$ cat src/odp_pkg.sv
// Package for the open-drain port set: pin layout, instruction codes,
// register map and reset values.
// Assumes a single aclk domain and an AXI4-Lite register slave.
package odp_pkg;

  // One bit per physical pin, grouped by port
  typedef struct packed {
    logic [3:0] quad0;
    logic [3:0] quad1;
    logic [1:0] pair2;
    logic [1:0] pair3;
    logic [5:0] dbit;
  } odp_pin_t;

  typedef enum logic [4:0] {
    OP_NOP           = 5'h00,
    OP_OUT_QUAD_0    = 5'h01,
    OP_IN_QUAD_0     = 5'h02,
    OP_OUT_QUAD_1    = 5'h03,
    OP_IN_QUAD_1     = 5'h04,
    OP_OUT_PAIR_2    = 5'h05,
    OP_IN_PAIR_2     = 5'h06,
    OP_OUT_PAIR_3    = 5'h07,
    OP_IN_PAIR_3     = 5'h08,
    OP_SET_D_LATCH   = 5'h09,
    OP_CLEAR_D_LATCH = 5'h0A,
    OP_CLEAR_ALL_D   = 5'h0B,
    OP_SKIP_IF_D_0   = 5'h0C,
    OP_SET_SKIP      = 5'h0D,
    OP_RESET_SKIP    = 5'h0E,
    OP_SKIP_IF_C_1   = 5'h0F,
    OP_OUT_KEY       = 5'h10,
    OP_IN_KEY        = 5'h11
  } odp_op_t;

  // Instruction issued by the CPU core, with accumulator and Y
  typedef struct packed {
    odp_op_t    op;
    logic [3:0] acc;
    logic [3:0] y;
  } odp_cmd_t;

  // Result handed back to the CPU core
  typedef struct packed {
    logic       acc_we;
    logic [3:0] acc;
    logic       skip;
  } odp_res_t;

  localparam int D_PINS = 6;
  localparam int SKIP_SHARE_IDX = 2;
  localparam int KEY_SHARE_IDX = 3;
  localparam int TIMER_PIN_IDX = 2;

  // Register byte offsets
  localparam logic [7:0] OFF_WAKE_MASK_0 = 8'h00;
  localparam logic [7:0] OFF_PULLUP_CTL_0 = 8'h04;
  localparam logic [7:0] OFF_WAKE_MASK_1 = 8'h08;
  localparam logic [7:0] OFF_PULLUP_CTL_1 = 8'h0C;
  localparam logic [7:0] OFF_WAKE_BITS_2 = 8'h10;
  localparam logic [7:0] OFF_PULLUP_BITS_2 = 8'h14;
  localparam logic [7:0] OFF_TIMER_CTL = 8'h18;
  localparam logic [7:0] OFF_PIN_LEVEL = 8'h1C;
  localparam logic [7:0] OFF_LATCH_STATE = 8'h20;

  // Fields of the latch state register
  localparam int LS_SKIP_BIT = 18;
  localparam int LS_KEY_BIT = 19;

  localparam logic [3:0] RST_CTL4 = 4'h0;
  localparam logic RST_TIMER_EN = 1'b0;
  localparam logic [3:0] RST_LATCH4 = 4'hF;
  localparam logic [1:0] RST_LATCH2 = 2'h3;
  localparam logic [5:0] RST_LATCH6 = 6'h3F;

  localparam logic [1:0] RESP_OKAY = 2'h0;
  localparam logic [1:0] RESP_SLVERR = 2'h2;

endpackage

$ cat src/odp_port_set.sv
// Open-drain general-purpose port set of a small 4-bit controller, with
// its wakeup, pull-up and timer-pin control reached over AXI4-Lite.
// Assumes pin inputs synchronous to aclk and a CPU core that issues one
// instruction at a time on cmd_valid.
//
// Contract
// [RULE1] quad_port_0 is 4 bits; wake_mask_0 and pullup_ctl_0 gate its pins.
// [RULE2] out_quad_0 copies acc to latches; in_quad_0 loads pins into acc.
// [RULE3] A pin reads as input only while its latch is 1; 0 reads low.
// [RULE4] Outputs are open-drain: 0 pulls low, 1 releases, never drives high.
// [RULE5] quad_port_1 is a 4-bit port with wake_mask_1 and pullup_ctl_1.
// [RULE6] Software holds timer_pin_out_en at 0 to use quad_port_1 bit 2.
// [RULE7] out_pair_2 writes pair_port_2; in_pair_2 reads 2 bits, upper 0.
// [RULE8] pair_port_2 pins have wake bits 20, 21 and pull-up bits 20, 21.
// [RULE9] pair_port_3 has no wakeup or pull-up; in_pair_3 clears upper bits.
// [RULE10] Six 1-bit ports bit_ports_d, each addressed by the Y register.
// [RULE11] skip_if_d_zero skips the next op when the selected pin reads 0.
// [RULE12] set_d_latch writes 1 to the selected latch; clear_d_latch writes 0.
// [RULE13] clear_all_d writes 1 to all six bit_ports_d latches at once.
// [RULE14] Software never sets or clears a d latch with Y at 6 or above.
// [RULE15] bit_ports_d pins 2, 3 have wake bits 22, 23 and pull-ups 22, 23.
// [RULE16] skip_port shares d pin 2; either latch at 0 pulls the pin low.
// [RULE17] skip_port is 1-bit; set_skip_latch sets 1, reset_skip_latch sets 0.
// [RULE18] skip_if_c_one skips the next op when the skip_port pin reads 1.
// [RULE19] key_port: out_key copies acc bit 0; in_key zeroes acc bits 1 to 3.
// [RULE20] key_port shares d pin 3; either latch at 0 pulls the pin low.
// [RULE21] wake_mask_0 is a read-write 4-bit register reset to zero.
// [RULE22] pullup_ctl_0 is a write-only 4-bit register reset to zero.
// [RULE23] All output latches reset to 1, releasing every pin.

module odp_port_set #(
  parameter int ADDR_W = 8
) (
  input wire logic aclk,
  input wire logic aresetn,
  input wire logic ce,
  // CPU instruction side
  input wire logic cmd_valid,
  input wire odp_pkg::odp_cmd_t cmd,
  output odp_pkg::odp_res_t res,
  // Pins
  input wire odp_pkg::odp_pin_t pins_i,
  output odp_pkg::odp_pin_t pins_o,
  output odp_pkg::odp_pin_t pins_oe,
  output odp_pkg::odp_pin_t pullup_en,
  output logic key_wake,
  input wire logic timer_pin_level,
  // AXI4-Lite slave
  input wire logic [ADDR_W-1:0] s_axi_awaddr,
  input wire logic [2:0] s_axi_awprot,
  input wire logic s_axi_awvalid,
  output logic s_axi_awready,
  input wire logic [31:0] s_axi_wdata,
  input wire logic [3:0] s_axi_wstrb,
  input wire logic s_axi_wvalid,
  output logic s_axi_wready,
  output logic [1:0] s_axi_bresp,
  output logic s_axi_bvalid,
  input wire logic s_axi_bready,
  input wire logic [ADDR_W-1:0] s_axi_araddr,
  input wire logic [2:0] s_axi_arprot,
  input wire logic s_axi_arvalid,
  output logic s_axi_arready,
  output logic [31:0] s_axi_rdata,
  output logic [1:0] s_axi_rresp,
  output logic s_axi_rvalid,
  input wire logic s_axi_rready
);

  ////////////////////////////////////////////////////////////////////////////
  // Decoding shared by several instructions and by both AXI4-Lite channels

  // One-hot select of a d pin; out-of-range Y selects nothing
  function automatic logic [odp_pkg::D_PINS-1:0] d_select(
    input logic [3:0] y
  );
    logic [odp_pkg::D_PINS-1:0] sel;
    sel = '0;
    for (int i = 0; i < odp_pkg::D_PINS; i++) begin
      if (y == 4'(i)) begin
        sel[i] = 1'b1;
      end
    end
    return sel;
  endfunction

  function automatic logic in_map(input logic [7:0] a);
    return a == odp_pkg::OFF_WAKE_MASK_0 || a == odp_pkg::OFF_PULLUP_CTL_0 ||
      a == odp_pkg::OFF_WAKE_MASK_1 || a == odp_pkg::OFF_PULLUP_CTL_1 ||
      a == odp_pkg::OFF_WAKE_BITS_2 || a == odp_pkg::OFF_PULLUP_BITS_2 ||
      a == odp_pkg::OFF_TIMER_CTL || a == odp_pkg::OFF_PIN_LEVEL ||
      a == odp_pkg::OFF_LATCH_STATE;
  endfunction

  ////////////////////////////////////////////////////////////////////////////
  // Output latches

  logic [3:0] quad0_q;
  logic [3:0] quad1_q;
  logic [1:0] pair2_q;
  logic [1:0] pair3_q;
  logic [odp_pkg::D_PINS-1:0] dlat_q;
  logic skip_lat_q;
  logic key_lat_q;
  logic [odp_pkg::D_PINS-1:0] ysel;
  logic do_cmd;

  assign ysel = d_select(cmd.y);
  assign do_cmd = ce && cmd_valid;

  always_ff @(posedge aclk) begin
    if (!aresetn) begin
      quad0_q <= odp_pkg::RST_LATCH4; // RULE23
      quad1_q <= odp_pkg::RST_LATCH4;
      pair2_q <= odp_pkg::RST_LATCH2;
      pair3_q <= odp_pkg::RST_LATCH2;
    end else if (do_cmd) begin
      unique case (cmd.op)
        odp_pkg::OP_OUT_QUAD_0: quad0_q <= cmd.acc; // RULE2
        odp_pkg::OP_OUT_QUAD_1: quad1_q <= cmd.acc; // RULE5
        odp_pkg::OP_OUT_PAIR_2: pair2_q <= cmd.acc[1:0]; // RULE7
        odp_pkg::OP_OUT_PAIR_3: pair3_q <= cmd.acc[1:0]; // RULE9
        default: ;
      endcase
    end
  end

  always_ff @(posedge aclk) begin
    if (!aresetn) begin
      dlat_q <= odp_pkg::RST_LATCH6; // RULE23
    end else if (do_cmd) begin
      unique case (cmd.op)
        // Out-of-range Y touches no latch, so a stray write is harmless
        odp_pkg::OP_SET_D_LATCH: dlat_q <= dlat_q | ysel; // RULE12 RULE10
        odp_pkg::OP_CLEAR_D_LATCH: dlat_q <= dlat_q & ~ysel; // RULE12 RULE14
        odp_pkg::OP_CLEAR_ALL_D: dlat_q <= odp_pkg::RST_LATCH6; // RULE13
        default: ;
      endcase
    end
  end

  always_ff @(posedge aclk) begin
    if (!aresetn) begin
      skip_lat_q <= 1'b1; // RULE23
      key_lat_q <= 1'b1;
    end else if (do_cmd) begin
      unique case (cmd.op)
        odp_pkg::OP_SET_SKIP: skip_lat_q <= 1'b1; // RULE17
        odp_pkg::OP_RESET_SKIP: skip_lat_q <= 1'b0; // RULE17
        odp_pkg::OP_OUT_KEY: key_lat_q <= cmd.acc[0]; // RULE19
        default: ;
      endcase
    end
  end

  ////////////////////////////////////////////////////////////////////////////
  // Control registers

  logic [3:0] wake_mask_0_q;
  logic [3:0] pullup_ctl_0_q;
  logic [3:0] wake_mask_1_q;
  logic [3:0] pullup_ctl_1_q;
  logic [3:0] wake_bits_2_q;
  logic [3:0] pullup_bits_2_q;
  logic timer_pin_out_en_q;
  logic wr_fire;
  logic [7:0] wr_addr;
  logic [31:0] wr_data;

  always_ff @(posedge aclk) begin
    if (!aresetn) begin
      wake_mask_0_q <= odp_pkg::RST_CTL4; // RULE21
      pullup_ctl_0_q <= odp_pkg::RST_CTL4; // RULE22
      wake_mask_1_q <= odp_pkg::RST_CTL4;
      pullup_ctl_1_q <= odp_pkg::RST_CTL4;
      wake_bits_2_q <= odp_pkg::RST_CTL4;
      pullup_bits_2_q <= odp_pkg::RST_CTL4;
      timer_pin_out_en_q <= odp_pkg::RST_TIMER_EN;
    end else if (wr_fire) begin
      unique case (wr_addr)
        odp_pkg::OFF_WAKE_MASK_0: wake_mask_0_q <= wr_data[3:0]; // RULE21
        odp_pkg::OFF_PULLUP_CTL_0: pullup_ctl_0_q <= wr_data[3:0]; // RULE22
        odp_pkg::OFF_WAKE_MASK_1: wake_mask_1_q <= wr_data[3:0];
        odp_pkg::OFF_PULLUP_CTL_1: pullup_ctl_1_q <= wr_data[3:0];
        odp_pkg::OFF_WAKE_BITS_2: wake_bits_2_q <= wr_data[3:0];
        odp_pkg::OFF_PULLUP_BITS_2: pullup_bits_2_q <= wr_data[3:0];
        odp_pkg::OFF_TIMER_CTL: timer_pin_out_en_q <= wr_data[0];
        default: ;
      endcase
    end
  end

  ////////////////////////////////////////////////////////////////////////////
  // Pin drive, pull-ups and wakeup

  odp_pkg::odp_pin_t shared_low;

  // The timer drives its shared pin open-drain too, never high
  assign shared_low.quad0 = ~quad0_q; // RULE1 RULE4
  assign shared_low.quad1 = ~quad1_q |
    ((timer_pin_out_en_q && !timer_pin_level) ?
     4'(1 << odp_pkg::TIMER_PIN_IDX) : 4'h0); // RULE5 RULE6
  assign shared_low.pair2 = ~pair2_q; // RULE7
  assign shared_low.pair3 = ~pair3_q; // RULE9

  genvar gi;
  generate
    for (gi = 0; gi < odp_pkg::D_PINS; gi++) begin : g_dpin
      if (gi == odp_pkg::SKIP_SHARE_IDX) begin : g_skip
        assign shared_low.dbit[gi] = !dlat_q[gi] || !skip_lat_q; // RULE16
      end else if (gi == odp_pkg::KEY_SHARE_IDX) begin : g_key
        assign shared_low.dbit[gi] = !dlat_q[gi] || !key_lat_q; // RULE20
      end else begin : g_plain
        assign shared_low.dbit[gi] = !dlat_q[gi]; // RULE10
      end
    end
  endgenerate

  // Open drain: data is always low, the enable alone pulls the pin
  assign pins_o = '0; // RULE4
  assign pins_oe = shared_low; // RULE3 RULE4

  assign pullup_en.quad0 = pullup_ctl_0_q; // RULE1 RULE22
  assign pullup_en.quad1 = pullup_ctl_1_q; // RULE5
  assign pullup_en.pair2 = pullup_bits_2_q[1:0]; // RULE8
  assign pullup_en.pair3 = 2'h0; // RULE9
  assign pullup_en.dbit = {2'h0, pullup_bits_2_q[3:2], 2'h0}; // RULE15

  // Level wake request: any enabled pin seen low
  logic [15:0] wake_en;
  logic [15:0] wake_lvl;
  assign wake_en = {wake_mask_0_q, wake_mask_1_q, wake_bits_2_q[1:0],
                    wake_bits_2_q[3:2], 4'h0}; // RULE1 RULE5 RULE8 RULE15
  assign wake_lvl = {pins_i.quad0, pins_i.quad1, pins_i.pair2,
                     pins_i.dbit[3:2], 4'h0};

  always_ff @(posedge aclk) begin
    if (!aresetn) begin
      key_wake <= 1'b0;
    end else if (ce) begin
      key_wake <= |(wake_en & ~wake_lvl);
    end
  end

  ////////////////////////////////////////////////////////////////////////////
  // Instruction results, one cycle after the instruction

  always_ff @(posedge aclk) begin
    if (!aresetn) begin
      res <= '0;
    end else if (ce) begin
      res <= '0;
      if (cmd_valid) begin
        unique case (cmd.op)
          odp_pkg::OP_IN_QUAD_0: res <= '{1'b1, pins_i.quad0, 1'b0}; // RULE2
          odp_pkg::OP_IN_QUAD_1: res <= '{1'b1, pins_i.quad1, 1'b0}; // RULE5
          odp_pkg::OP_IN_PAIR_2:
            res <= '{1'b1, {2'h0, pins_i.pair2}, 1'b0}; // RULE7
          odp_pkg::OP_IN_PAIR_3:
            res <= '{1'b1, {2'h0, pins_i.pair3}, 1'b0}; // RULE9
          odp_pkg::OP_IN_KEY:
            res <= '{1'b1, {3'h0, pins_i.dbit[odp_pkg::KEY_SHARE_IDX]},
                     1'b0}; // RULE19
          odp_pkg::OP_SKIP_IF_D_0:
            res <= '{1'b0, 4'h0, |(ysel & ~pins_i.dbit)}; // RULE11
          odp_pkg::OP_SKIP_IF_C_1:
            res <= '{1'b0, 4'h0,
                     pins_i.dbit[odp_pkg::SKIP_SHARE_IDX]}; // RULE18
          default: ;
        endcase
      end
    end
  end

  ////////////////////////////////////////////////////////////////////////////
  // AXI4-Lite write channel

  logic aw_held_q;
  logic w_held_q;
  logic [7:0] awaddr_q;
  logic [31:0] wdata_q;
  logic wstrb0_q;

  assign s_axi_awready = !aw_held_q && !s_axi_bvalid;
  assign s_axi_wready = !w_held_q && !s_axi_bvalid;
  assign wr_fire = ce && aw_held_q && w_held_q && !s_axi_bvalid &&
    wstrb0_q;
  assign wr_addr = awaddr_q;
  assign wr_data = wdata_q;

  always_ff @(posedge aclk) begin
    if (!aresetn) begin
      aw_held_q <= 1'b0;
      w_held_q <= 1'b0;
      awaddr_q <= '0;
      wdata_q <= '0;
      wstrb0_q <= 1'b0;
      s_axi_bvalid <= 1'b0;
      s_axi_bresp <= odp_pkg::RESP_OKAY;
    end else if (ce) begin
      if (s_axi_awvalid && s_axi_awready) begin
        aw_held_q <= 1'b1;
        awaddr_q <= 8'(s_axi_awaddr);
      end
      if (s_axi_wvalid && s_axi_wready) begin
        w_held_q <= 1'b1;
        wdata_q <= s_axi_wdata;
        wstrb0_q <= s_axi_wstrb[0];
      end
      if (aw_held_q && w_held_q && !s_axi_bvalid) begin
        aw_held_q <= 1'b0;
        w_held_q <= 1'b0;
        s_axi_bvalid <= 1'b1;
        s_axi_bresp <= in_map(awaddr_q) ? odp_pkg::RESP_OKAY :
          odp_pkg::RESP_SLVERR;
      end else if (s_axi_bvalid && s_axi_bready) begin
        s_axi_bvalid <= 1'b0;
      end
    end
  end

  ////////////////////////////////////////////////////////////////////////////
  // AXI4-Lite read channel

  logic [31:0] rd_mux;
  logic [7:0] rd_addr;

  assign s_axi_arready = !s_axi_rvalid;
  assign rd_addr = 8'(s_axi_araddr);

  // Pull-up registers are write-only and read back as zero
  always_comb begin
    rd_mux = '0;
    unique case (rd_addr)
      odp_pkg::OFF_WAKE_MASK_0: rd_mux = {28'h0, wake_mask_0_q}; // RULE21
      odp_pkg::OFF_WAKE_MASK_1: rd_mux = {28'h0, wake_mask_1_q};
      odp_pkg::OFF_WAKE_BITS_2: rd_mux = {28'h0, wake_bits_2_q};
      odp_pkg::OFF_TIMER_CTL: rd_mux = {31'h0, timer_pin_out_en_q};
      odp_pkg::OFF_PIN_LEVEL: rd_mux = {14'h0, pins_i};
      odp_pkg::OFF_LATCH_STATE:
        rd_mux = {12'h0, key_lat_q, skip_lat_q, quad0_q, quad1_q, pair2_q,
                  pair3_q, dlat_q};
      default: rd_mux = '0;
    endcase
  end

  always_ff @(posedge aclk) begin
    if (!aresetn) begin
      s_axi_rvalid <= 1'b0;
      s_axi_rdata <= '0;
      s_axi_rresp <= odp_pkg::RESP_OKAY;
    end else if (ce) begin
      if (s_axi_arvalid && s_axi_arready) begin
        s_axi_rvalid <= 1'b1;
        s_axi_rdata <= rd_mux;
        s_axi_rresp <= in_map(rd_addr) ? odp_pkg::RESP_OKAY :
          odp_pkg::RESP_SLVERR;
      end else if (s_axi_rvalid && s_axi_rready) begin
        s_axi_rvalid <= 1'b0;
      end
    end
  end

endmodule

$ cat config.mk
export PLATFORM = sky130hd
export DESIGN_NAME = odp_port_set
export DESIGN_NICKNAME = d
export VERILOG_FILES = /design/src/odp_pkg.sv /design/src/odp_port_set.sv
export SDC_FILE = /design/constraint.sdc
export NUM_CORES = 1
export LEC_CHECK = 0
export CAP_MARGIN = 10
export CORE_ASPECT_RATIO = 0.5
export CORE_MARGIN = 4
export CORE_UTILIZATION = 50
export CTS_CLUSTER_SIZE = 28
export DETAILED_ROUTE_END_ITERATION = 7
export DONT_BUFFER_PORTS = 1
export PLACE_DENSITY_LB_ADDON = 0.2
export SYNTH_ARGS = -nofsm -noshare
export SYNTH_HDL_FRONTEND = slang
export SYNTH_SLANG_ARGS = --single-unit
$ cat constraint.sdc
create_clock -name aclk -period 1.8 [get_ports aclk]
set_input_delay 0.18 -clock aclk [delete_from_list [all_inputs] [get_ports aclk]]
set_output_delay 0.18 -clock aclk [all_outputs]
set_load 0.1 [all_outputs]
Yosys cells after proc, flatten, opt, wreduce, memory -nomap -nowiden
Index checks and enable logic that the tools add are counted.
Widths: inputs -> output; s select.
Cells by class
  equal/unequal tests: 38
  muxes and demuxes: 22
  bitwise operators: 12
  reductions and logical operators: 79
Operators by type and width (number)
  $pmux 20 s6: 1
  $eq 8x5->1 const B: 8
  $reduce_and 2->1: 22
  $pmux 6 s7: 1
  $eq 5x4->1 const B: 8
  $eq 8x4->1 const B: 4
  $eq 5x3->1 const B: 4
  $logic_or 1x1->1: 18
  $pmux 6 s3: 1
  $and 16x16->16: 1
  $eq 8x3->1 const B: 2
  $eq 8x6->1 const B: 2
  $logic_not 8->1: 2
  $not 16->16: 1
  $reduce_or 16->1: 1
  $logic_and 1x1->1: 15
  $mux 1: 14
  $logic_not 1->1: 13
  $and 6x6->6: 2
  $not 6->6: 2
  $eq 5x2->1 const B: 2
  $eq 5x5->1 const B: 2
  $reduce_bool 2->1: 5
  $eq 4x2->1 const B: 2
  other kinds (14): 18
Storage, ports and cells
  bits in registers: 105
  input bits: 99
  output and inout port bits: 102
  logic and storage cells: 179

Longest topological paths before layout
Gate-level depths: netlist of the first run.
  depth after elaboration: 10
  depth in mapped cells: 7
  depth with buffers taken out: 4

Worst setup path after synthesis of the first run
No wires, ideal clock.
  path kind: register to output
  start point: reg timer_pin_out_en_q
  end point: out pins_oe[12] in the netlist's numbering
  data arrival time: 2.473 ns
  required time: 1.620 ns
  setup slack: -0.853 ns
  stages on the path, launching flop included: 3
  path buffers: 0
  cells stage by stage: dfxtp_1 inv_1 o21ai_0
RTL lines
  from (decl): RTL line odp_port_set.sv:165  | logic timer_pin_out_en_q;
  from (signal assigned): RTL line odp_port_set.sv:178  | timer_pin_out_en_q <= odp_pkg::RST_TIMER_EN;
  from (signal assigned): RTL line odp_port_set.sv:187  | odp_pkg::OFF_TIMER_CTL: timer_pin_out_en_q <= wr_data[0];
  to (decl): RTL line odp_port_set.sv:44  | output odp_pkg::odp_pin_t pins_oe,

Final worst setup path of the first run
  start point: reg awaddr_q[0]
  end point: reg pullup_ctl_1_q[1]
On the way
  longest elaborated chain between the ends: 2
Ends and longest elaborated chain
  from (decl): RTL line odp_port_set.sv:280  | logic [7:0] awaddr_q;
  from (signal assigned): RTL line odp_port_set.sv:303  | awaddr_q <= 8'(s_axi_awaddr);
  $eq 8x4->1: RTL line odp_port_set.sv:180  | unique case (wr_addr)
  $reduce_and 2->1 (no source line)
  to (signal assigned): RTL line odp_port_set.sv:175  | pullup_ctl_1_q <= odp_pkg::RST_CTL4;
  to (signal assigned): RTL line odp_port_set.sv:184  | odp_pkg::OFF_PULLUP_CTL_1: pullup_ctl_1_q <= wr_data[3:0];
  to (decl): RTL line odp_port_set.sv:162  | logic [3:0] pullup_ctl_1_q;
No other way between the ends.
A chain may end at the register's enable or synchronous reset.

==> results of run 1 <==
==> routing by layer <==
layer | track usage, % | part of all wire (%) | vias to the layer above
met4 | 4.004 | 1.2 | 0
met3 | 6.897 | 9.6 | 15
li1 | - | - | 1930
met1 | 30.02 | 45 | 1842
met2 | 33.75 | 44 | 175
met5 | 0 | 0 | -
==> worst max-delay path, delay by kind of cell (launching register included) <==
family	cells	cell delay, ns
multiplexers	1	0.23
flip-flops	1	0.34
AND/OR/NAND/NOR	3	0.99
==> registers in the layout, indices dropped and copies added (netlist names), 6 cells and up <==
name / count
s_axi_rdata: 20
awaddr_q: 8
dlat_q: 6
res: 6
==> cells by family (layout without fill, tap and decap cells) <==
kind of cell,after synthesis,in the layout,synth area share (%)
AOI/OAI and AO/OA,107,107,17.20
other,1,38,0.08029
and+or+nand+nor,168,168,20.57
muxes,50,50,11.09
buffers and inverters,103,141,12.05
DFF,91,91,39.00
==> cells in the final DEF, fill, tap and decap left out, types with 9 or more instances in the layout <==
cell type                       Yosys  final
sky130_fd_sc_hd__a22o_1            30     30
sky130_fd_sc_hd__buf_4             41     73
sky130_fd_sc_hd__clkbuf_16          0      9
sky130_fd_sc_hd__conb_1             1     38
sky130_fd_sc_hd__dfxtp_1           91     89
sky130_fd_sc_hd__dlygate4sd3_1      0     17
sky130_fd_sc_hd__inv_1             33     32
sky130_fd_sc_hd__mux2i_1           45     45
sky130_fd_sc_hd__nand2_1           57     57
sky130_fd_sc_hd__nand3_1           10     10
sky130_fd_sc_hd__nor2_1            34     32
sky130_fd_sc_hd__o211ai_1          11     11
sky130_fd_sc_hd__o21ai_0           11     10
==> power by group <==
part	switching, W	internal [W]
sequential	0.0000264	0.00204
clock	0.000778	0.00116
combinational	0.000592	0.000141
==> worst max-delay path by stage <==
| stage | startpoint | cells after the start | end |
|---|---|---|---|
| after floorplan | s_axi_bvalid$_SDFFE_PN0P_ | 6 | pullup_bits_2_q[3]$_SDFFE_PN0P_ |
| after global placement | awaddr_q[0]$_SDFFE_PN0P_ | 4 | pullup_ctl_1_q[3]$_SDFFE_PN0P_ |
| after detailed placement | awaddr_q[0]$_SDFFE_PN0P_ | 4 | pullup_ctl_1_q[1]$_SDFFE_PN0P_ |
| after CTS | awaddr_q[0]$_SDFFE_PN0P_ | 4 | pullup_ctl_1_q[1]$_SDFFE_PN0P_ |
| after global routing | w_held_q$_SDFFE_PN0P_ | 4 | pullup_ctl_1_q[3]$_SDFFE_PN0P_ |
| final | awaddr_q[0]$_SDFFE_PN0P_ | 4 | pullup_ctl_1_q[1]$_SDFFE_PN0P_ |
==> repair_timing <==
| item | in CTS | in global routing |
|---|---|---|
| endpoints found under the hold margin | 48 | 1 |
| hold buffers | 17 | 1 |
| gates resized for setup | 0 | 1 |
| setup endpoints to repair | 0 | 9 |
==> area by class of cell <==
type                       instances  area (um^2)
inverter                          33        127.6
sequential                        91         1829
timing repair buffer              92        758.2
multi-input combinational        363         2449
clock inverter                     5        61.31
tap                              117        146.4
fill                             759         3264
clock buffer                      11        252.7
==> stage by stage <==
stage	instances	hold WS [ns]	worst slack, ns	cell area (um^2)
after floorplan	557	0.3051	0.1498	4830
after global placement	678	0.2597	0.1766	5111
after detailed placement	678	0.2610	0.1307	5111
after CTS	711	0.0007138	0.1108	5605
after global routing	712	0.005566	0.01522	5624
final	712	0.003182	0.1616	5624
==> Implementation_results.wiki, run 1 <==
{| class="wikitable"
! Metric !! Value
|-
| Global-route wire length before repair || 19.15 mm
|-
| Max incr delay on CP || 0.42 ns
|-
| Data required time at the worst endpoint || 2.06 ns
|-
| Final #Nets || about 690
|-
| Area inside the core boundary || around 0.0089 mm^2
|-
| Input/output buffers || 0
|-
| Result of the run || finished clean
|-
| Yosys warning count || 0
|-
| Cells taking the most area after synthesis || sky130_fd_sc_hd__dfxtp_1, sky130_fd_sc_hd__mux2i_1, sky130_fd_sc_hd__buf_4, sky130_fd_sc_hd__a22o_1, sky130_fd_sc_hd__nand2_1
|-
| Post-CTS setup-driven buffer insertion count || 0
|-
| Setup slack of the worst register-to-register path || 0.16 ns
|-
| Fin crit period || 1.638 ns
|-
| Leakage || about 2.4 nW
|-
| Instance count along the most critical hold path || 2
|-
| Cell with the most instances after synthesis || sky130_fd_sc_hd__dfxtp_1
|-
| Wire length per cell || 17.37 um
|-
| Achievable clock frequency || a little over 600 MHz
|-
| Dominant cell type by area after synthesis || sky130_fd_sc_hd__dfxtp_1
|-
| Skew final || 0.003593 ns
|-
| Clock root buffer || sky130_fd_sc_hd__clkbuf_16
|-
| Post-route setup TNS || 0 ns
|-
| Number of distinct library cell variants in the gate-level netlist after synthesis || between 60 and 70
|-
| Number of optimization iterations in the first detailed-route pass || 5
|-
| Ant diodes || 0
|-
| Total DRC errors in the routed layout || 0
|-
| CTS sink count || 91
|-
| Share of post-route cells with drive strength above 1 || 19.66%
|-
| Worst Hold Launch || s_axi_awaddr[1]
|-
| Post-route antenna net violation count || 0
|-
| Height of the chip || 76.35 um
|-
| Count of endpoints failing hold in the final timing report || 0
|-
| Final-report setup violation count || 0
|-
| Largest net degree at the start of global routing || 40
|-
| Number of standard-cell rows in the floorplan || 24
|-
| Avg Cell Area, Syn || 8.982 um^2
|-
| Count of routing violations after the opening detailed-route iteration || 345
|-
| Width of the die || 144.7 um
|-
| Synth Flop Type || sky130_fd_sc_hd__dfxtp_1
|-
| Vias per std cell || 5.565
|-
| Total number of vias || about 4,000
|-
| Type of the setup path with the least slack || reg2reg
|-
| Register-to-Register Path Depth || 4
|-
| Area share of the leading cell type in the synthesized netlist || 39.00%
|-
| RePlAce Congestion || 0.8821
|-
| Sequential element share of the synthesized area || 39.00%
|-
| IO Pins || between 200 and 250
|-
| Flip-flop and latch count after synthesis || 91
|-
| Clock tree from TritonCTS || built
|-
| H-tree level count || 3
|-
| Most frequent cells after synthesis || sky130_fd_sc_hd__dfxtp_1, sky130_fd_sc_hd__nand2_1, sky130_fd_sc_hd__mux2i_1
|-
| Worst slew margin || between 50% and 60%
|-
| Leftover overflow at the end of global routing || 0
|-
| Via count of the first global-routing pass || 3,681
|-
| Source-to-sink clock delay at the later pin of the worst-skew pair || 0.33 ns
|-
| Power density cells || around 840 mW/mm^2
|-
| Startpoint class of the critical path || register
|-
| Unrepaired setup endpoints after global routing || false
|-
| CP cell instances || nor4_4 > nand4_1 > nor3b_2 > mux2i_1
|-
| Max rail drop VDD || between 0.4 and 0.5 mV
|-
| Die area || 0.01105 mm^2
|-
| Maximum root-to-sink buffer count || 2
|-
| Type of the worst min-delay path || in2reg
|-
| Slew at the pin with the worst max-slew slack || 0.7310 ns
|-
| Total design power || 0.004733 W
|-
| Worst-path maximum fanout || 4
|-
| Slowest cell on crit path || sky130_fd_sc_hd__nor3b_2
|-
| Max Cap Viol || 0
|-
| Tcrit/Tclk final || 91.02%
|-
| Endpoint arrival time on the critical path || approximately 1.9 ns
|-
| Hold Crit Endpoint || awaddr_q[1]$_SDFFE_PN0P_
|-
| Worst reg2reg path endpoint || pullup_ctl_1_q[1]$_SDFFE_PN0P_
|-
| Critical path endpoint category || register
|-
| Post-detail-place hpwl || 9.067 mm
|-
| Routed wire length || roughly 12 mm
|-
| Total Routing Usage GR || 21.76%
|-
| Gate count of the mapped netlist || 520
|-
| Core occupancy in the finished layout || 63.27%
|-
| Source of the worst register-to-register timing path || awaddr_q[0]$_SDFFE_PN0P_
|-
| Number of antenna violations at the first check in global routing || 0
|-
| Final-report max-slew violation count || 0
|-
| Post-synth EDFFs || 0
|-
| Area Growth Syn to Fin || 20.41%
|-
| Post-synth ARST share || 0%
|-
| Number of clock buffers inserted by TritonCTS || 9
|-
| Clock transition at the register clock pins on the worst setup and hold paths after CTS || 0.06 ns
|-
| Synthesized area || roughly 0.0047 mm^2
|-
| Initial standard-cell utilization of the core || 52.55%
|}
Note: power is estimated with default switching activity, not from simulation.
==> run 2, diff against run 1 <==
--- a/config.mk
+++ b/config.mk
@@ -5,14 +5,14 @@
 export SDC_FILE = /design/constraint.sdc
 export NUM_CORES = 1
 export LEC_CHECK = 0
+export BUFFER_PORTS_ARGS = -buffer_cell sky130_fd_sc_hd__buf_2
 export CAP_MARGIN = 10
 export CORE_ASPECT_RATIO = 0.5
 export CORE_MARGIN = 4
-export CORE_UTILIZATION = 50
+export CORE_UTILIZATION = 48
 export CTS_CLUSTER_SIZE = 28
 export DETAILED_ROUTE_END_ITERATION = 7
-export DONT_BUFFER_PORTS = 1
-export PLACE_DENSITY_LB_ADDON = 0.2
+export PLACE_DENSITY = 0.9
 export SYNTH_ARGS = -nofsm -noshare
 export SYNTH_HDL_FRONTEND = slang
 export SYNTH_SLANG_ARGS = --single-unit
==> run 2 against run 1 <==
Critical path type unchanged; clock power grew 4%; combinational power grew 16%; global-route usage about the same; non-clock buffer count grew 57; routed wire length is 2.5% higher; worst hold slack improved by 0.070 ns; largest cell class unchanged; final area is 1.6% higher; critical path depth stayed put; highest routed layer unchanged; maximum frequency shrank 2.4%; first-iteration DRC count is 5.2% higher; total power is 4.0% higher.
==> Implementation_results.wiki, run 2 (same netlist as run 1, synthesis figures left out) <==
{| class="wikitable"
! Metric !! Value
|-
| Result of the run || finished clean (unchanged)
|-
| Tcrit/Tclk final || 93.23% (was 91.02%)
|-
| Worst-path maximum fanout || 4 (unchanged)
|-
| Total design power || 0.004921 W (was 0.004733 W)
|-
| CP bufs+invs || 0 (unchanged)
|-
| Achievable clock frequency || 595.9 MHz (was 610.3 MHz)
|-
| Max reg flops || 20 (unchanged)
|-
| Leading cell type in the layout, fill and taps excluded || sky130_fd_sc_hd__buf_2 (was sky130_fd_sc_hd__dfxtp_1)
|-
| RePlAce Congestion || 0.9502 (was 0.8821)
|-
| Final-report setup violation count || 0 (unchanged)
|-
| Area Growth Syn to Fin || 22.37% (was 20.41%)
|-
| Endpoint arrival time on the critical path || 1.93 ns (was 1.90 ns)
|-
| Power density cells || 861.0 mW/mm^2 (was 841.6 mW/mm^2)
|-
| Leftover overflow at the end of global routing || 0 (unchanged)
|-
| Clock tree from TritonCTS || built (unchanged)
|-
| Total number of vias || 4,288 (was 3,962)
|-
| Max incr delay on CP || 0.41 ns (was 0.42 ns)
|-
| Area inside the core boundary || 0.009447 mm^2 (was 0.008889 mm^2)
|-
| Filler cell count || 816 (was 759)
|-
| Final-report max-slew violation count || 0 (unchanged)
|-
| CP cell instances || nor4_2 > nand4_1 > nor3_2 > mux2i_1 (was nor4_4 > nand4_1 > nor3b_2 > mux2i_1)
|-
| Type of the setup path with the least slack || reg2reg (unchanged)
|-
| Number of optimization iterations in the first detailed-route pass || 6 (was 5)
|-
| Height of the chip || 77.75 um (was 76.35 um)
|-
| Dominant delay contributor by cell family on the critical path || simple AND/OR/NAND/NOR gates (unchanged)
|-
| Source of the worst register-to-register timing path || awaddr_q[0]$_SDFFE_PN0P_ (unchanged)
|-
| Clock root buffer || sky130_fd_sc_hd__clkbuf_16 (unchanged)
|-
| Critical path endpoint category || register (unchanged)
|-
| Share of post-route cells with drive strength above 1 || 29.14% (was 19.66%)
|-
| Max rail drop VDD || 0.4828 mV (was 0.4807 mV)
|-
| Number of antenna violations at the first check in global routing || 0 (unchanged)
|-
| Die area || 0.01147 mm^2 (was 0.01105 mm^2)
|-
| Total DRC errors in the routed layout || 0 (unchanged)
|-
| Post-detail-place hpwl || 9.756 mm (was 9.067 mm)
|-
| Global-route wire length before repair || 20.20 mm (was 19.15 mm)
|-
| Wire length per cell || 16.10 um (was 17.37 um)
|-
| Post-CTS setup-driven buffer insertion count || 0 (unchanged)
|-
| Wire length on met2 || 6.094 mm (was 5.466 mm)
|-
| Count of endpoints failing hold in the final timing report || 0 (unchanged)
|-
| Max Cap Viol || 0 (unchanged)
|-
| Post-route setup TNS || 0 ns (unchanged)
|-
| Data required time at the worst endpoint || 2.05 ns (was 2.06 ns)
|-
| Maximum root-to-sink buffer count || 2 (unchanged)
|-
| Worst Hold Launch || s_axi_awaddr[7] (was s_axi_awaddr[1])
|-
| Met1 Wirelength || 5.461 mm (was 5.557 mm)
|-
| Post-route non-filler standard cell count || 787 (was 712)
|-
| Count of routing violations after the opening detailed-route iteration || 363 (was 345)
|-
| Ant diodes || 0 (unchanged)
|-
| Final #Nets || 746 (was 689)
|-
| Number of standard-cell rows in the floorplan || 25 (was 24)
|-
| Via count of the first global-routing pass || 4,160 (was 3,681)
|-
| Top routing layer in use || met4 (unchanged)
|-
| Fin crit period || 1.678 ns (was 1.638 ns)
|-
| Width of the die || 147.5 um (was 144.7 um)
|-
| Routed wire length || 12.67 mm (was 12.36 mm)
|-
| Source-to-sink clock delay at the later pin of the worst-skew pair || 0.34 ns (was 0.33 ns)
|-
| CTS sink count || 91 (unchanged)
|-
| Resized cells post-CTS || 0 (unchanged)
|-
| Top Registers || s_axi_rdata (20), awaddr_q (8) (unchanged)
|-
| Largest register by flop count || s_axi_rdata (unchanged)
|-
| Leading cell types in the layout, fill and taps excluded || sky130_fd_sc_hd__buf_2, sky130_fd_sc_hd__dfxtp_1, sky130_fd_sc_hd__nand2_1 (was sky130_fd_sc_hd__dfxtp_1, sky130_fd_sc_hd__buf_4, sky130_fd_sc_hd__nand2_1)
|-
| Slowest cell on crit path || sky130_fd_sc_hd__nor4_2 (was sky130_fd_sc_hd__nor3b_2)
|-
| Routed met3 length || 911 um (was 1.192 mm)
|-
| Post-Place Cell Area || 0.005396 mm^2 (was 0.005111 mm^2)
|-
| Unrepaired setup endpoints after global routing || false (unchanged)
|-
| Initial standard-cell utilization of the core || 49.44% (was 52.55%)
|-
| Startpoint class of the critical path || register (unchanged)
|-
| Cell count after placement || 771 (was 678)
|-
| Leakage || 2.644 nW (was 2.413 nW)
|-
| Clock transition at the register clock pins on the worst setup and hold paths after CTS || 0.07 ns (was 0.06 ns)
|-
| Critical Path Source || awaddr_q[0]$_SDFFE_PN0P_ (unchanged)
|-
| Type of the worst min-delay path || in2reg (unchanged)
|-
| Skew final || 0.009376 ns (was 0.003593 ns)
|-
| Post-route antenna net violation count || 0 (unchanged)
|-
| Slew at the pin with the worst max-slew slack || 0.5333 ns (was 0.7310 ns)
|-
| Vias per std cell || 5.449 (was 5.565)
|-
| Input/output buffers || 125 (was 0)
|-
| IO Pins || 201 (unchanged)
|-
| Total Routing Usage GR || 21.76% (about the same)
|-
| Quantity of hold-fixing buffers added after cts || 0 (was 17)
|-
| H-tree level count || 3 (unchanged)
|-
| Largest net degree at the start of global routing || 23 (was 40)
|-
| Worst slew margin || 64.12% (was 50.01%)
|-
| Number of clock buffers inserted by TritonCTS || 9 (unchanged)
|-
| Summed area of non-filler cells in the final layout || 0.005715 mm^2 (was 0.005624 mm^2)
|}
run 2: cell count changes in the layout (fill, tap and decap cells not counted), sizes merged:
cell / change
clkinvlp: +1
bufinv: +1
inv: +1
dlygate4sd3: -17
clkinv: -2
buf: +74
clkbuf: -1
run 2: worst reg2reg max path: cells and delay by family (launching register included):
family | cells | cell delay, ns
AND/OR/NAND/NOR | 3 | 1.00
multiplexers | 1 | 0.27
flip-flops | 1 | 0.33
run 2: path summary, 6_finish.rpt:
kind	depth (start not counted)	to	slack, ns
min reg2reg	2	s_axi_rdata[19]$_SDFFE_PN0P_	0.45
max reg2reg	4	wake_mask_1_q[1]$_SDFFE_PN0P_	0.12
min	3	awaddr_q[7]$_SDFFE_PN0P_	0.07
max	4	wake_mask_1_q[1]$_SDFFE_PN0P_	0.12
run 2: per-stage QoR:
step	setup WS, ns	hold WS (ns)	util [%]
2_1_floorplan	0.1498	0.3051	-
3_3_place_gp	0.1949	0.4185	57.13
3_5_place_dp	0.1524	0.4219	57.13
4_1_cts	0.1144	0.06797	60.50
5_1_grt	0.02785	0.06940	60.50
6_report	0.1218	0.07310	60.50
run 2: cell type report:
| type | instances | area [um^2] | share of cell area [%] |
|---|---|---|---|
| clock buffers | 10 | 229.0 | 4.006 |
| clock inverters | 6 | 90.09 | 1.576 |
| inverters | 33 | 127.6 | 2.233 |
| multi-input cells | 363 | 2440 | 42.69 |
| flip-flops and latches | 91 | 1829 | 32.01 |
| well taps | 135 | 168.9 | 2.955 |
| repair buffers | 149 | 830.8 | 14.54 |
run 2: layer usage:
metal / track usage, % / up-vias
met3: 5.018 / 26
li1: - / 2044
met1: 27.07 / 2032
met5: 0 / -
met2: 37.96 / 186
met4: 6.227 / 0
run 2: report_power, final:
| part | leakage (nW) | internal, W | switching, W |
|---|---|---|---|
| Clock | 0.153 | 0.00122 | 0.000785 |
| Sequential | 0.738 | 0.00204 | 0.0000260 |
| Combinational | 1.75 | 0.000164 | 0.000684 |
==> run 3, diff against run 2 <==
--- a/config.mk
+++ b/config.mk
@@ -9,10 +9,12 @@
 export CAP_MARGIN = 10
 export CORE_ASPECT_RATIO = 0.5
 export CORE_MARGIN = 4
-export CORE_UTILIZATION = 48
+export CORE_UTILIZATION = 43
+export CTS_CLUSTER_DIAMETER = 80
 export CTS_CLUSTER_SIZE = 28
 export DETAILED_ROUTE_END_ITERATION = 7
-export PLACE_DENSITY = 0.9
+export PLACE_DENSITY = 0.85
+export SKIP_LAST_GASP = 1
 export SYNTH_ARGS = -nofsm -noshare
 export SYNTH_HDL_FRONTEND = slang
 export SYNTH_SLANG_ARGS = --single-unit
==> constraint.sdc (replaced) <==
create_clock -name aclk -period 1.4 [get_ports aclk]
set_input_delay 0.14 -clock aclk [delete_from_list [all_inputs] [get_ports aclk]]
set_output_delay 0.14 -clock aclk [all_outputs]
set_load 0.1 [all_outputs]
==> run 3 against run 2 <==
The flow now finishes with violations (negative setup slack); critical path depth is 2 higher; first-iteration DRC count is 5.8% higher; combinational power is 50% higher; sequential share of layout area is 2.7 points lower; die area is 11% higher; sequential power is 28% higher; via count is 4.0% higher; utilization is 0.47 points lower; maximum frequency is 2.6% higher; global-route usage is 0.37 points higher; total power is 28% higher; count of clock-buffer cells in the layout stayed put.
==> Implementation_results.wiki, run 3 (same netlist as run 1, synthesis figures left out) <==
{| class="wikitable"
! Metric !! Value
|-
| Die area || 0.01269 mm^2 (was 0.01147 mm^2)
|-
| Ant diodes || 0 (unchanged)
|-
| Count of endpoints failing hold in the final timing report || 0 (unchanged)
|-
| Number of standard-cell rows in the floorplan || 26 (was 25)
|-
| Violations in the final reports || negative setup slack
|-
| Total DRC errors in the routed layout || 0 (unchanged)
|-
| RePlAce Congestion || 0.9594 (was 0.9502)
|-
| Core occupancy in the finished layout || 60.04% (was 60.50%)
|-
| Total design power || 0.006294 W (was 0.004921 W)
|-
| Startpoint class of the critical path || register (unchanged)
|-
| PnR worst setup slack || -0.2360 ns (was 0.1218 ns)
|-
| Final-report max-slew violation count || 0 (unchanged)
|-
| Slowest cell on crit path || sky130_fd_sc_hd__dfxtp_2 (was sky130_fd_sc_hd__nor4_2)
|-
| Area inside the core boundary || 0.01041 mm^2 (was 0.009447 mm^2)
|-
| Count of routing violations after the opening detailed-route iteration || 384 (was 363)
|-
| Post-detail-place hpwl || 10.86 mm (was 9.756 mm)
|-
| Clock tree from TritonCTS || built (unchanged)
|-
| Final-report setup violation count || 25 (was 0)
|-
| Endpoint arrival time on the critical path || 1.85 ns (was 1.93 ns)
|-
| Type of the worst min-delay path || in2reg (unchanged)
|-
| Type of the setup path with the least slack || reg2reg (unchanged)
|-
| Source-to-sink clock delay at the later pin of the worst-skew pair || 0.35 ns (was 0.34 ns)
|-
| Routed wire length || 14.15 mm (was 12.67 mm)
|-
| Hold_ws || 0.03418 ns (was 0.07310 ns)
|-
| Largest net degree at the start of global routing || 32 (was 23)
|-
| Critical path endpoint category || register (unchanged)
|-
| Total number of vias || 4,460 (was 4,288)
|-
| Height of the chip || 81.70 um (was 77.75 um)
|-
| Data required time at the worst endpoint || 1.61 ns (was 2.05 ns)
|-
| Unrepaired setup endpoints after global routing || true (was false)
|-
| Top Registers || s_axi_rdata (20), awaddr_q (8) (unchanged)
|-
| Vias per std cell || 5.284 (was 5.449)
|-
| Leftover overflow at the end of global routing || 0 (unchanged)
|-
| Worst-path maximum fanout || 4 (unchanged)
|-
| Via count of the first global-routing pass || 4,400 (was 4,160)
|-
| Max reg flops || 20 (unchanged)
|-
| Initial standard-cell utilization of the core || 44.87% (was 49.44%)
|-
| Maximum root-to-sink buffer count || 2 (unchanged)
|-
| Power density cells || 1007 mW/mm^2 (was 861.0 mW/mm^2)
|-
| Clock transition at the register clock pins on the worst setup and hold paths after CTS || 0.07 ns (about the same)
|-
| Fin crit period || 1.636 ns (was 1.678 ns)
|-
| Achievable clock frequency || 611.2 MHz (was 595.9 MHz)
|-
| Post-route antenna net violation count || 0 (unchanged)
|-
| Result of the run || finished, violations left (was finished clean)
|-
| Area Growth Syn to Fin || 33.81% (was 22.37%)
|-
| Quantity of hold-fixing buffers added after cts || 0 (unchanged)
|-
| Number of clock buffers inserted by TritonCTS || 9 (unchanged)
|-
| Filler cell count || 879 (was 816)
|-
| Skew final || 0.006473 ns (was 0.009376 ns)
|-
| IO Pins || 201 (unchanged)
|-
| CTS sink count || 91 (unchanged)
|-
| Total Routing Usage GR || 22.12% (was 21.76%)
|-
| Leading cell type in the layout, fill and taps excluded || sky130_fd_sc_hd__buf_2 (unchanged)
|-
| H-tree level count || 3 (unchanged)
|-
| Leakage || 2.933 nW (was 2.644 nW)
|-
| Wire length per cell || 16.77 um (was 16.10 um)
|-
| Area of combinational cells with multiple inputs || 0.002495 mm^2 (was 0.002440 mm^2)
|-
| Input/output buffers || 125 (unchanged)
|-
| Max Cap Viol || 0 (unchanged)
|-
| Largest register by flop count || s_axi_rdata (unchanged)
|-
| Tcrit/Tclk final || 116.9% (was 93.23%)
|-
| Number of antenna violations at the first check in global routing || 0 (unchanged)
|-
| CP cell instances || nor4_2 > buf_4 > buf_6 > and4b_4 > nand3b_1 > mux2i_1 (was nor4_2 > nand4_1 > nor3_2 > mux2i_1)
|-
| Leading cell types in the layout, fill and taps excluded || sky130_fd_sc_hd__buf_2, sky130_fd_sc_hd__dfxtp_1, sky130_fd_sc_hd__buf_4 (was sky130_fd_sc_hd__buf_2, sky130_fd_sc_hd__dfxtp_1, sky130_fd_sc_hd__nand2_1)
|-
| Number of optimization iterations in the first detailed-route pass || 4 (was 6)
|-
| Max incr delay on CP || 0.33 ns (was 0.41 ns)
|-
| Max rail drop VDD || 0.5869 mV (was 0.4828 mV)
|-
| Share of post-route cells with drive strength above 1 || 35.65% (was 29.14%)
|-
| Width of the die || 155.4 um (was 147.5 um)
|-
| Final #Nets || 798 (was 746)
|-
| Clock root buffer || sky130_fd_sc_hd__clkbuf_16 (unchanged)
|-
| Sequential cell area || 0.001833 mm^2 (was 0.001829 mm^2)
|-
| Global-route wire length before repair || 22.15 mm (was 20.20 mm)
|}
==> run 3: changes by cell type in the layout (fill, tap and decap cells not counted), moves of 3 or more <==
cell / previous run / this run
sky130_fd_sc_hd__buf_2: 125 / 119
sky130_fd_sc_hd__dfxtp_1: 89 / 86
sky130_fd_sc_hd__buf_12: 2 / 8
sky130_fd_sc_hd__buf_4: 22 / 69
sky130_fd_sc_hd__buf_6: 0 / 4
sky130_fd_sc_hd__dfxtp_2: 0 / 3
==> run 3: final timing paths <==
| kind | from | cells past startpoint | slack (ns) | endpoint |
|---|---|---|---|---|
| min reg2reg | pullup_ctl_0_q[0]$_SDFFE_PN0P_ | 2 | 0.45 | pullup_ctl_0_q[0]$_SDFFE_PN0P_ |
| max | awaddr_q[0]$_SDFFE_PN0P_ | 6 | -0.24 | wake_bits_2_q[1]$_SDFFE_PN0P_ |
| max reg2reg | awaddr_q[0]$_SDFFE_PN0P_ | 6 | -0.24 | wake_bits_2_q[1]$_SDFFE_PN0P_ |
| min | cmd[7] | 3 | 0.03 | quad1_q[3]$_SDFFE_PN1P_ |
==> run 3: layout make-up <==
| type | instances | area share, % |
|---|---|---|
| Timing Repair Buffer | 201 | 21.22 |
| Multi-Input combinational cell | 363 | 39.92 |
| Clock buffer | 10 | 3.824 |
| Inverter | 33 | 2.042 |
| Sequential cell | 91 | 29.33 |
| Tap cell | 140 | 2.803 |
| Clock inverter | 6 | 0.8609 |
==> run 3: where the power goes <==
| part | switching [W] | total [W] | internal, W | leakage (nW) |
|---|---|---|---|---|
| logic | 0.000934 | 0.00127 | 0.000337 | 2.05 |
| clock network | 0.00109 | 0.00237 | 0.00129 | 0.142 |
| registers | 0.0000285 | 0.00265 | 0.00262 | 0.739 |
| total | 0.00205 | 0.00629 | 0.00425 | 2.93 |
==> run 3: per-layer routing <==
| layer | up-vias | share of wire [%] | GRT usage, % |
|---|---|---|---|
| met1 | 2084 | 42 | 26.98 |
| li1 | 2157 | - | - |
| met5 | - | 0 | 0 |
| met3 | 33 | 8.0 | 5.526 |
| met4 | 0 | 2.3 | 7.162 |
| met2 | 186 | 48 | 38.97 |
==> run 3: repair_timing <==
item                                   in CTS  in global routing
setup endpoints to repair                  25                 50
endpoints found under the hold margin       0                  0
resized for setup                           3                 12
setup buffers                               3                  4
pin swaps                                   1                  2
gates cloned                                0                  1
==> run 3: per-stage QoR <==
stage	setup WS, ns	std cells	setup TNS (ns)	instance area (um^2)
global route	-0.3359	844	-6.564	6250
global placement	-0.1165	820	-1.961	5851
finish	-0.2360	844	-4.242	6250
floorplan	-0.2381	557	-6.429	4875
detailed placement	-0.2176	820	-3.432	5851
CTS	-0.2147	839	-3.019	6172
==> run 3: critical path: cells and delay by family, from the launching register on <==
family	cells	cell delay, ns
buf+inv	2	0.23
flops	1	0.33
simple gates	3	0.75
mux	1	0.20
